## src/inc/gpm_pkg.sv

```systemverilog
// constants, carriers and function ids for the pin function mux
// Summary of operation
// - four read-only words show the sampled level of pins 0..52, sixteen per word, five in the last
// - one bank bit, reset 1; 1 picks auxiliary meanings, 0 picks debug meanings
// - each clock-out port has a 4-bit source field, codes 1 through B
// - two mode bits per pin, eight per word; 00 keeps plain pin control
// - pins 0..7 code 01 carry LCD data bits 1 up to 8
// - code 11 gives backup SIM data on pin 0; pins 1..4 only in bank 1
// - pins 8..14 code 01 carry LCD control; pin 14 code 11 internal interrupt 30
// - pin 15: 01 audio clock, 10 debug clock by bank, 11 DSP task 2 debug only
// - pins 16..19: audio, debug controls or debug data, DSP task ids by bank
// - pin 20 resets to the boot strap code 10; code 01 is radio bus bit 6
// - pins 21..23: radio bits 7..9, readback/column/select, clock-out ports 0..2; pin 22 code 11 is DSP task 1 in debug bank
// - pins 24,25: buzzer and pwm; debug data and emulation pins in debug bank only
// - pins 26..28: test port inputs on 01, external interrupts 4..6 on 10
// - pin 30 address bits 0 and 25; pin 31 regulator enable, power key, task 0 in debug bank
// - pins 32..39 reset to 01: keypad columns and rows; debug data on 10 in debug bank only
// - six independent clock-out ports, each driven by its own source field
package gpm_pkg;
  localparam int PIN_COUNT    = 53;
  localparam int MUX_PINS     = 40;
  localparam int IN_WORDS     = 4;
  localparam int MODE_REGS    = 5;
  localparam int CLKO_PORTS   = 6;
  localparam int CLKO_SRC_NUM = 12;
  localparam int ADDR_W       = 12;
  localparam int FN_W         = 7;
  localparam int FN_COUNT     = 85;

  localparam logic [11:0] OFF_PIN_INPUT [IN_WORDS] = '{12'h100, 12'h110, 12'h120, 12'h130};
  localparam logic [11:0] OFF_FUNC_SEL [MODE_REGS] =
    '{12'h150, 12'h160, 12'h170, 12'h180, 12'h190};
  localparam logic [15:0] RST_FUNC_SEL [MODE_REGS] =
    '{16'h5555, 16'h1555, 16'h0200, 16'h5150, 16'h5555};
  localparam logic [11:0] OFF_BANK = 12'h1C0;
  localparam logic        RST_BANK = 1'h1;
  localparam logic [11:0] OFF_CLKO_SRC [CLKO_PORTS] =
    '{12'h200, 12'h210, 12'h220, 12'h230, 12'h240, 12'h250};
  localparam logic [3:0]  RST_CLKO_SRC = 4'h0;
  localparam logic [3:0]  CLKO_SRC_MAX = 4'hB;

  // low offset nibble picks plain write, bitwise set or bitwise clear
  localparam logic [1:0]  OP_WRITE = 2'h0;
  localparam logic [1:0]  OP_SET   = 2'h1;
  localparam logic [1:0]  OP_CLR   = 2'h2;

  localparam logic [1:0]  MODE_PLAIN = 2'h0;
  localparam logic [1:0]  MODE_A     = 2'h1;
  localparam logic [1:0]  MODE_B     = 2'h2;
  localparam logic [1:0]  MODE_C     = 2'h3;

  // index of each peripheral function in the function vectors
  localparam logic [6:0] FN_NONE       = 7'h00;
  localparam logic [6:0] FN_LCD_DATA   = 7'h01;
  localparam logic [6:0] FN_BSIM       = 7'h09;
  localparam logic [6:0] FN_LCD_CTRL   = 7'h0E;
  localparam logic [6:0] FN_INT30      = 7'h15;
  localparam logic [6:0] FN_DAI_CLK    = 7'h16;
  localparam logic [6:0] FN_EDI_CLK    = 7'h17;
  localparam logic [6:0] FN_SWD_CLK    = 7'h18;
  localparam logic [6:0] FN_SDSP_TID   = 7'h19;
  localparam logic [6:0] FN_DAI        = 7'h1E;
  localparam logic [6:0] FN_SWD_CTL    = 7'h22;
  localparam logic [6:0] FN_EDI_DATA   = 7'h26;
  localparam logic [6:0] FN_EDI_WS     = 7'h27;
  localparam logic [6:0] FN_RPAR       = 7'h28;
  localparam logic [6:0] FN_ADMUX      = 7'h2C;
  localparam logic [6:0] FN_RSER_RB    = 7'h2D;
  localparam logic [6:0] FN_KCOL5      = 7'h2E;
  localparam logic [6:0] FN_RSER_CS1   = 7'h2F;
  localparam logic [6:0] FN_CLKO       = 7'h30;
  localparam logic [6:0] FN_MDSP_TID1  = 7'h33;
  localparam logic [6:0] FN_ALERT      = 7'h34;
  localparam logic [6:0] FN_PWM        = 7'h35;
  localparam logic [6:0] FN_SWD_DATA   = 7'h36;
  localparam logic [6:0] FN_DSP_IN_CIRCUIT_EMULATION       = 7'h40;
  localparam logic [6:0] FN_JTAG       = 7'h42;
  localparam logic [6:0] FN_EINT       = 7'h45;
  localparam logic [6:0] FN_ADDR_LOW   = 7'h48;
  localparam logic [6:0] FN_ADDR_HIGH  = 7'h49;
  localparam logic [6:0] FN_VCXO_EN    = 7'h4A;
  localparam logic [6:0] FN_PKEY       = 7'h4B;
  localparam logic [6:0] FN_MDSP_TID0  = 7'h4C;
  localparam logic [6:0] FN_KPAD       = 7'h4D;

  typedef struct packed {
    logic [MUX_PINS-1:0] level;
    logic [MUX_PINS-1:0] en;
  } gpm_pad_s;

  typedef struct packed {
    logic [FN_COUNT-1:0] level;
    logic [FN_COUNT-1:0] en;
  } gpm_fn_s;
endpackage

```

## src/rtl/gpm_pin_mux.sv

```systemverilog
// pin function mux, pin input sampler and clock-out selection behind apb
`timescale 1ns/1ps
module gpm_pin_mux (
  input  wire logic                                mclk,
  input  wire logic                                rst,
  input  wire logic                                clk_en,
  input  wire logic                                psel,
  input  wire logic                                penable,
  input  wire logic                                pwrite,
  input  wire logic [gpm_pkg::ADDR_W-1:0]          paddr,
  input  wire logic [31:0]                         pwdata,
  input  wire logic [3:0]                          pstrb,
  output logic      [31:0]                         prdata,
  output logic                                     pready,
  output logic                                     pslverr,
  input  wire logic [gpm_pkg::PIN_COUNT-1:0]       pin_in,
  input  wire gpm_pkg::gpm_pad_s                   gpio_ctl,
  input  wire gpm_pkg::gpm_fn_s                    periph_drv,
  output gpm_pkg::gpm_pad_s                        pad_drv,
  output logic      [gpm_pkg::FN_COUNT-1:0]        periph_in,
  input  wire logic [gpm_pkg::CLKO_SRC_NUM-1:0]    clk_src,
  output logic      [gpm_pkg::CLKO_PORTS-1:0]      clk_out
);

  logic [15:0]                      func_sel      [gpm_pkg::MODE_REGS];
  logic [15:0]                      next_func_sel [gpm_pkg::MODE_REGS];
  logic [3:0]                       clko_sel      [gpm_pkg::CLKO_PORTS];
  logic [3:0]                       next_clko_sel [gpm_pkg::CLKO_PORTS];
  logic                             bank_sel;
  logic                             next_bank_sel;
  logic [gpm_pkg::PIN_COUNT-1:0]    pin_meta;
  logic [gpm_pkg::PIN_COUNT-1:0]    pin_level;
  logic [63:0]                      pin_words;
  logic [31:0]                      next_prdata;
  logic [gpm_pkg::FN_COUNT-1:0]     next_periph_in;
  logic [gpm_pkg::FN_W-1:0]         pin_fn        [gpm_pkg::MUX_PINS];
  logic [gpm_pkg::FN_COUNT-1:0]     fn_level;
  logic [gpm_pkg::FN_COUNT-1:0]     fn_en;
  logic [gpm_pkg::MUX_PINS-1:0]     pad_level;
  logic [gpm_pkg::MUX_PINS-1:0]     pad_en;
  logic [11:0]                      reg_base;
  logic [1:0]                       reg_op;
  logic [15:0]                      wr_mask;
  logic [15:0]                      rd_val;
  logic                             hit;
  logic                             wr_go;

  // bus write, set or clear on one 16-bit word, masked by byte lanes
  function automatic logic [15:0] gpm_upd(input logic [15:0] cur,
                                          input logic [15:0] wd,
                                          input logic [15:0] msk,
                                          input logic [1:0]  op);
    logic [15:0] v;
    v = cur;
    if (op == gpm_pkg::OP_SET) begin
      v = cur | (wd & msk);
    end else if (op == gpm_pkg::OP_CLR) begin
      v = cur & ~(wd & msk);
    end else begin
      v = (cur & ~msk) | (wd & msk);
    end
    return v;
  endfunction

  // function that a pin carries for its mode code and the bank bit
  function automatic logic [6:0] gpm_route(input int p, input logic [1:0] m, input logic b);
    logic [6:0] f;
    f = gpm_pkg::FN_NONE;
    case (m)
      gpm_pkg::MODE_A: begin
        if (p < 8) begin
          f = gpm_pkg::FN_LCD_DATA + 7'(p);
        end else if (p < 15) begin
          f = gpm_pkg::FN_LCD_CTRL + 7'(p - 8);
        end else if (p == 15) begin
          f = gpm_pkg::FN_DAI_CLK;
        end else if (p < 20) begin
          f = gpm_pkg::FN_DAI + 7'(p - 16);
        end else if (p < 24) begin
          f = gpm_pkg::FN_RPAR + 7'(p - 20);
        end else if (p < 26) begin
          f = gpm_pkg::FN_ALERT + 7'(p - 24);
        end else if (p < 29) begin
          f = gpm_pkg::FN_JTAG + 7'(p - 26);
        end else if (p == 30) begin
          f = gpm_pkg::FN_ADDR_LOW;
        end else if (p == 31) begin
          f = gpm_pkg::FN_VCXO_EN;
        end else if (p > 31) begin
          f = gpm_pkg::FN_KPAD + 7'(p - 32);
        end
      end
      gpm_pkg::MODE_B: begin
        if (p == 15) begin
          f = b ? gpm_pkg::FN_EDI_CLK : gpm_pkg::FN_SWD_CLK;
        end else if (p > 15 && p < 20) begin
          if (!b) begin
            f = gpm_pkg::FN_SWD_CTL + 7'(p - 16);
          end else if (p == 16) begin
            f = gpm_pkg::FN_EDI_DATA;
          end else if (p == 19) begin
            f = gpm_pkg::FN_EDI_WS;
          end
        end else if (p == 20) begin
          f = gpm_pkg::FN_ADMUX;
        end else if (p > 20 && p < 24) begin
          f = gpm_pkg::FN_RSER_RB + 7'(p - 21);
        end else if ((p == 24 || p == 25) && !b) begin
          f = gpm_pkg::FN_SWD_DATA + 7'(p - 24);
        end else if (p > 25 && p < 29) begin
          f = gpm_pkg::FN_EINT + 7'(p - 26);
        end else if (p == 30) begin
          f = gpm_pkg::FN_ADDR_HIGH;
        end else if (p == 31) begin
          f = gpm_pkg::FN_PKEY;
        end else if (p > 31 && !b) begin
          f = gpm_pkg::FN_SWD_DATA + 7'(p - 30);
        end
      end
      gpm_pkg::MODE_C: begin
        if (p == 0 || (p < 5 && b)) begin
          f = gpm_pkg::FN_BSIM + 7'(p);
        end else if (p == 14) begin
          f = gpm_pkg::FN_INT30;
        end else if (p > 14 && p < 20 && !b) begin
          f = gpm_pkg::FN_SDSP_TID + 7'(p - 15);
        end else if (p == 22 && !b) begin
          f = gpm_pkg::FN_MDSP_TID1;
        end else if (p > 20 && p < 24) begin
          f = gpm_pkg::FN_CLKO + 7'(p - 21);
        end else if ((p == 24 || p == 25) && !b) begin
          f = gpm_pkg::FN_DSP_IN_CIRCUIT_EMULATION + 7'(p - 24);
        end else if (p == 31 && !b) begin
          f = gpm_pkg::FN_MDSP_TID0;
        end
      end
      default: f = gpm_pkg::FN_NONE;
    endcase
    // pin 29, the withdrawn serial lcd codes and reserved codes fall through here
    return f;
  endfunction

  // apb decode; every word also answers at +4 (set) and +8 (clear)
  always_comb begin
    reg_base = {paddr[11:4], 4'h0};
    reg_op   = paddr[3:2];
    wr_mask  = {{8{pstrb[1]}}, {8{pstrb[0]}}};
    wr_go    = psel && penable && pwrite && clk_en;
    hit      = 1'b0;
    rd_val   = 16'h0000;
    next_bank_sel = bank_sel;
    for (int i = 0; i < gpm_pkg::MODE_REGS; i++) begin
      next_func_sel[i] = func_sel[i];
    end
    for (int k = 0; k < gpm_pkg::CLKO_PORTS; k++) begin
      next_clko_sel[k] = clko_sel[k];
    end
    if (reg_op == gpm_pkg::OP_WRITE || reg_op == gpm_pkg::OP_SET ||
        reg_op == gpm_pkg::OP_CLR) begin
      for (int i = 0; i < gpm_pkg::IN_WORDS; i++) begin
        if (reg_base == gpm_pkg::OFF_PIN_INPUT[i]) begin
          hit    = 1'b1;
          rd_val = pin_words[16*i +: 16];
        end
      end
      for (int i = 0; i < gpm_pkg::MODE_REGS; i++) begin
        if (reg_base == gpm_pkg::OFF_FUNC_SEL[i]) begin
          hit    = 1'b1;
          rd_val = func_sel[i];
          if (wr_go) begin
            next_func_sel[i] = gpm_upd(func_sel[i], pwdata[15:0], wr_mask, reg_op);
          end
        end
      end
      if (reg_base == gpm_pkg::OFF_BANK) begin
        hit    = 1'b1;
        rd_val = {15'h0000, bank_sel};
        if (wr_go) begin
          next_bank_sel = gpm_upd({15'h0000, bank_sel}, pwdata[15:0], wr_mask, reg_op) != 16'h0000
                          && (gpm_upd({15'h0000, bank_sel}, pwdata[15:0], wr_mask,
                                      reg_op) & 16'h0001) == 16'h0001;
        end
      end
      for (int k = 0; k < gpm_pkg::CLKO_PORTS; k++) begin
        if (reg_base == gpm_pkg::OFF_CLKO_SRC[k]) begin
          hit    = 1'b1;
          rd_val = {12'h000, clko_sel[k]};
          if (wr_go) begin
            // only the source nibble is kept; upper bits read back as zero
            next_clko_sel[k] = 4'(gpm_upd({12'h000, clko_sel[k]}, pwdata[15:0], wr_mask,
                                          reg_op));
          end
        end
      end
    end
    // read data is caught in the setup cycle so the access needs no wait state
    next_prdata = prdata;
    if (psel && !penable) begin
      next_prdata = {16'h0000, rd_val};
    end
  end

  // pad samples are slow signals, so two flops guard against metastability
  always_comb begin
    pin_words = {11'h000, pin_level};
    next_periph_in = '0;
    for (int p = 0; p < gpm_pkg::MUX_PINS; p++) begin
      if (pin_fn[p] != gpm_pkg::FN_NONE) begin
        next_periph_in[pin_fn[p]] = pin_level[p];
      end
    end
  end

  always_ff @(posedge mclk) begin
    if (rst) begin
      for (int i = 0; i < gpm_pkg::MODE_REGS; i++) begin
        func_sel[i] <= gpm_pkg::RST_FUNC_SEL[i];
      end
      for (int k = 0; k < gpm_pkg::CLKO_PORTS; k++) begin
        clko_sel[k] <= gpm_pkg::RST_CLKO_SRC;
      end
      bank_sel  <= gpm_pkg::RST_BANK;
      pin_meta  <= '0;
      pin_level <= '0;
      prdata    <= 32'h0000_0000;
      periph_in <= '0;
    end else if (clk_en) begin
      func_sel  <= next_func_sel;
      clko_sel  <= next_clko_sel;
      bank_sel  <= next_bank_sel;
      pin_meta  <= pin_in;
      pin_level <= pin_meta;
      prdata    <= next_prdata;
      periph_in <= next_periph_in;
    end
  end

  assign pready  = clk_en;
  assign pslverr = psel && penable && !hit;

  // clock muxing is plain gating: a source change may glitch the port once
  for (genvar k = 0; k < gpm_pkg::CLKO_PORTS; k++) begin : g_clko
    assign clk_out[k] = (clko_sel[k] != 4'h0 && clko_sel[k] <= gpm_pkg::CLKO_SRC_MAX) ?
                        clk_src[clko_sel[k]] : 1'b0;
  end

  for (genvar f = 0; f < gpm_pkg::FN_COUNT; f++) begin : g_fn
    if (f >= int'(gpm_pkg::FN_CLKO) && f < int'(gpm_pkg::FN_CLKO) + 3) begin : g_ck
      assign fn_level[f] = clk_out[f - int'(gpm_pkg::FN_CLKO)];
      assign fn_en[f]    = 1'b1;
    end else begin : g_pe
      assign fn_level[f] = periph_drv.level[f];
      assign fn_en[f]    = periph_drv.en[f];
    end
  end

  for (genvar p = 0; p < gpm_pkg::MUX_PINS; p++) begin : g_pin
    assign pin_fn[p]    = gpm_route(p, func_sel[p / 8][2 * (p % 8) +: 2], bank_sel);
    assign pad_level[p] = (pin_fn[p] == gpm_pkg::FN_NONE) ? gpio_ctl.level[p] :
                          fn_level[pin_fn[p]];
    assign pad_en[p]    = (pin_fn[p] == gpm_pkg::FN_NONE) ? gpio_ctl.en[p] :
                          fn_en[pin_fn[p]];
  end

  assign pad_drv = '{level: pad_level, en: pad_en};
endmodule

```

## config.mk

```make
export PLATFORM = sky130hd
export DESIGN_NAME = gpm_pin_mux
export DESIGN_NICKNAME = d
export VERILOG_FILES = /design/src/inc/gpm_pkg.sv /design/src/rtl/gpm_pin_mux.sv
export SDC_FILE = /design/constraint.sdc
export NUM_CORES = 1
export LEC_CHECK = 0
export BUFFER_PORTS_ARGS = -buffer_cell sky130_fd_sc_hd__buf_2
export CAP_MARGIN = 10
export CORE_AREA = 2 2 226 228
export CTS_BUF_LIST = sky130_fd_sc_hd__clkbuf_4 sky130_fd_sc_hd__clkbuf_8
export DETAILED_ROUTE_END_ITERATION = 8
export DIE_AREA = 0 0 228 230
export GPL_ROUTABILITY_DRIVEN = 1
export GPL_TIMING_DRIVEN = 0
export PLACE_DENSITY = 0.66
export SYNTH_ARGS = -nofsm -noshare
export SYNTH_HDL_FRONTEND = slang
export SYNTH_SLANG_ARGS = --single-unit
```

## constraint.sdc

```tcl
create_clock -name mclk -period 2.3 [get_ports mclk]
set_input_delay 0.115 -clock mclk [delete_from_list [all_inputs] [get_ports mclk]]
set_output_delay 0.115 -clock mclk [all_outputs]
set_load 0.01 [all_outputs]
```

==> key figures <==
Outcome
  – Status: finished with violations
  – Failing checks: setup timing

Detailed routing
  – Routed WL per cell: roughly 31 um
  – Vias: 25008
  – Detailed Routing Iterations Pass 1: 6
  – Initial DRC count: between 2000 and 3000
  – Remaining DRCs: 0
  – DR vias/cell: between 6 and 7
  – Final antenna-violating net count: 0
  – Routed WL: 124 mm

Setup path
  – R2R setup slack: -0.02 ns
  – Data required, critical path: about 2.2 ns
  – Crit path DAT: approximately 3 ns
  – R2r endpoint: periph_in[63]
  – Worst reg2reg path depth: 7
  – Crit start category: register
  – CP max FO: 5
  – CP Capture Point: pad_drv[59]
  – Kind of end point of the critical path: output port
  – Kind of critical path: register to output port

Power
  – LEAKAGE: between 10 and 15 nW
  – Gate power share: 15.9%
  – P per Cell Area: between 400 and 500 nW/um^2
  – Switching share of power: around 30%
  – P_int: 9.41 mW
  – Switching pwr: 4.00 mW
  – Worst vdd ir: approximately 0.00052 V
  – Part of the power in registers: 41.9%
  – Clock Power Share: 42.2%

Clocking
  – Worst-path clk slew: around 0.060 ns
  – Total CTS buffers: 53
  – Root buffer cell: clkbuf_8
  – Worst skew pair latency: around 0.66 ns
  – TritonCTS clock tree: done
  – CTS max path bufs: 3
  – CTS Sinks: 312
  – H-tree depth: 2

Timing
  – Setup ws final: -0.882 ns
  – Final min period: around 3.2 ns
  – RSZ-0062 raised after global routing: true
  – Period utilisation layout: 138%
  – Fin Clk Skew: about 0.021 ns
  – Slew Limit Fails: 0
  – Worst-Margin Slew: 1.28 ns
  – Max-slew headroom: between 10% and 20%
  – Final Hold Viols: 0
  – Finish-stage setup viols: 39
  – Fmax: between 0.3 and 0.4 GHz

Layout
  – Register Area: 6380 um^2
  – Post-layout util: between 50 and 60%
  – Nets: between 3000 and 4000
  – Final Non-Filler Cells: slightly below 4000
  – Fillers: 4744
  – Area Overhead vs Synth: 37.8%
  – Fraction of layout cells with a size suffix above 1: between 30% and 40%
  – Footprint of the multi-input gates: approximately 14000 um^2
  – Post-route design area: 28000 um^2

Global route
  – First-pass GRT wire length: ~170 mm
  – Grt ovf: 0
  – Pin count of the biggest net entering global routing: 14
  – Total Routing Usage GR: roughly 45%
  – Initial antenna violation count: 12
  – Vias in the first global route: approximately 24000

Place
  – # port buffers: around 520
  – Post-detail-place hpwl: about 95 mm
  – Final GP Congestion: 1.05
  – Placed cell count: ~3700
  – DP Area: about 24000 um^2

Floorplanning
  – Total core area: between 40000 and 50000 um^2
  – Initial Util: just over 40%
  – Die Width: approximately 230 um
  – Die H: 230 um
  – Row count: roughly 80
  – IO Pins: between 500 and 600
  – Die Area: 52400 um^2

Yosys
  – Post-synthesis cell type count: 88
  – Post-synth top area cell: dfxtp_1
  – Synth Warn #: 0
  – Top cells by area, synth: dfxtp_1 31%, mux2i_1 10%, a21oi_1 5.5%
  – Post-Synthesis Cells: around 2500
  – Post-Syn Area: just over 20000 um^2
  – Ys flop type: dfxtp_1
  – Yosys top cell area share: 30.7%
  – Most numerous cell in the Yosys netlist: dfxtp_1
  – Sequential fraction of the synthesis area: 30.7%
  – Syn avg cell area: 8.12 um^2
  – Number of synthesized register bits: roughly 310
  – Proportion of synthesized flip-flops having asynchronous set or reset: 0%
  – Post-synth EDFFs: 0
  – Post-synth top cells: 312 x dfxtp_1, 257 x nor2_1, 222 x a21oi_1, 217 x nand2_1, 211 x mux2i_1

Job
  – Max-cap viol count: 0

Hold path
  – Type of the worst min-delay path: input port to register
==> cells in the final DEF, fill, tap and decap left out, types with 17 or more instances in the layout <==
cell type	count
o21ai_1	21
nand4_1	22
ha_4	22
o211ai_1	21
a22oi_1	17
inv_1	52
nand3_1	62
dlygate4sd3_1	61
dfxtp_4	31
nor3_1	47
a21oi_1	209
nor2b_1	20
clkbuf_1	97
and2_1	26
nor2_1	249
o21ai_0	97
mux4_2	38
a211oi_1	88
nand3b_1	20
nand4b_1	17
ha_1	30
dfxtp_1	270
buf_4	124
mux2_2	28
nand2b_1	31
buf_2	537
o21ai_2	17
a31oi_1	22
clkbuf_8	74
o22ai_1	29
mux2i_1	210
nand2_1	212
buf_6	36
==> cell type report <==
| type | instances | share of cell area (%) |
|---|---|---|
| clock buffers | 78 | 3.70 |
| inverters | 71 | 1.09 |
| diodes | 4 | 0.0357 |
| multi-input cells | 1917 | 49.5 |
| flip-flops and latches | 312 | 22.8 |
| well taps | 672 | 3.00 |
| repair buffers | 713 | 15.7 |
| plain buffers | 190 | 3.80 |
| clock inverters | 14 | 0.464 |
==> how the worst min path moves through the flow <==
stage | startpoint | endpoint | slack (ns) | cells after the start
after global routing | pwdata[13] | register | 0.07 | 4
after CTS | pwdata[10] | register | 0.03 | 4
after global placement | pin_in[45] | pin_meta[45] | 0.36 | 3
after floorplan | pin_in[0] | pin_meta[0] | 0.26 | 2
after detailed placement | pin_in[10] | pin_meta[10] | 0.36 | 3
final | pwdata[10] | register | 0.05 | 4
==> timing repair <==
item | in CTS | in global routing
pin swaps | 56 | 45
setup endpoints to repair | 118 | 79
cloned | 2 | 0
hold buffers | 61 | 0
hold endpoints to repair | 67 | 0
buffers inserted | 103 | 24
resized for setup | 336 | 111
==> power groups by stage <==
stage	logic [mW]	registers [mW]	clock network [mW]
after global routing	2.22	5.62	5.87
after detailed placement	1.92	5.77	0
after floorplan	0.940	5.71	0
after CTS	2.04	5.62	5.61
after global placement	1.90	5.77	0
final	2.13	5.63	5.66
==> cell families after synthesis <==
group                    count (synthesis)  share of synthesized area (%)
flip-flops                             312                           30.7
other                                    1                         0.0184
buffers and inverters                  291                           6.00
adder cells (fa/ha/maj)                 60                           3.69
XOR/XNOR                                18                          0.775
AND/OR/NAND/NOR                        849                           20.7
multiplexers                           283                           16.5
AO/OA/AOI/OAI                          691                           21.6
==> metrics by stage <==
stage / setup WS [ns] / hold slack [ns] / TNS [ns] / power (mW)
after floorplan: -0.00846 / 0.262 / -0.00846 / 6.65
after global placement: -0.902 / 0.358 / -76.35 / 7.67
after detailed placement: -0.908 / 0.359 / -74.58 / 7.69
after CTS: -0.849 / 0.0260 / -7.96 / 13.3
after global routing: -0.930 / 0.0679 / -10.74 / 13.7
final: -0.882 / 0.0479 / -8.62 / 13.4
==> critical path: stages, from the launching register on <==
cell	delay, ns
dfxtp_4	0.37
buf_8	0.13
inv_8	0.04
ha_4	0.15
and3b_2	0.25
buf_6	0.14
mux4_2	0.54
a22oi_2	0.22
nand3_1	0.10
o32a_1	0.33
buf_2	0.16
==> metal layers <==
metal  wire (um)  track usage, %  vias up
met2       54000            71.0     1815
li1            -               -    10632
met5          49               0        -
met1       43600            51.4    12024
met4       13200            39.7        8
met3       13000            11.2      529
(Power assumes the default switching activity.)
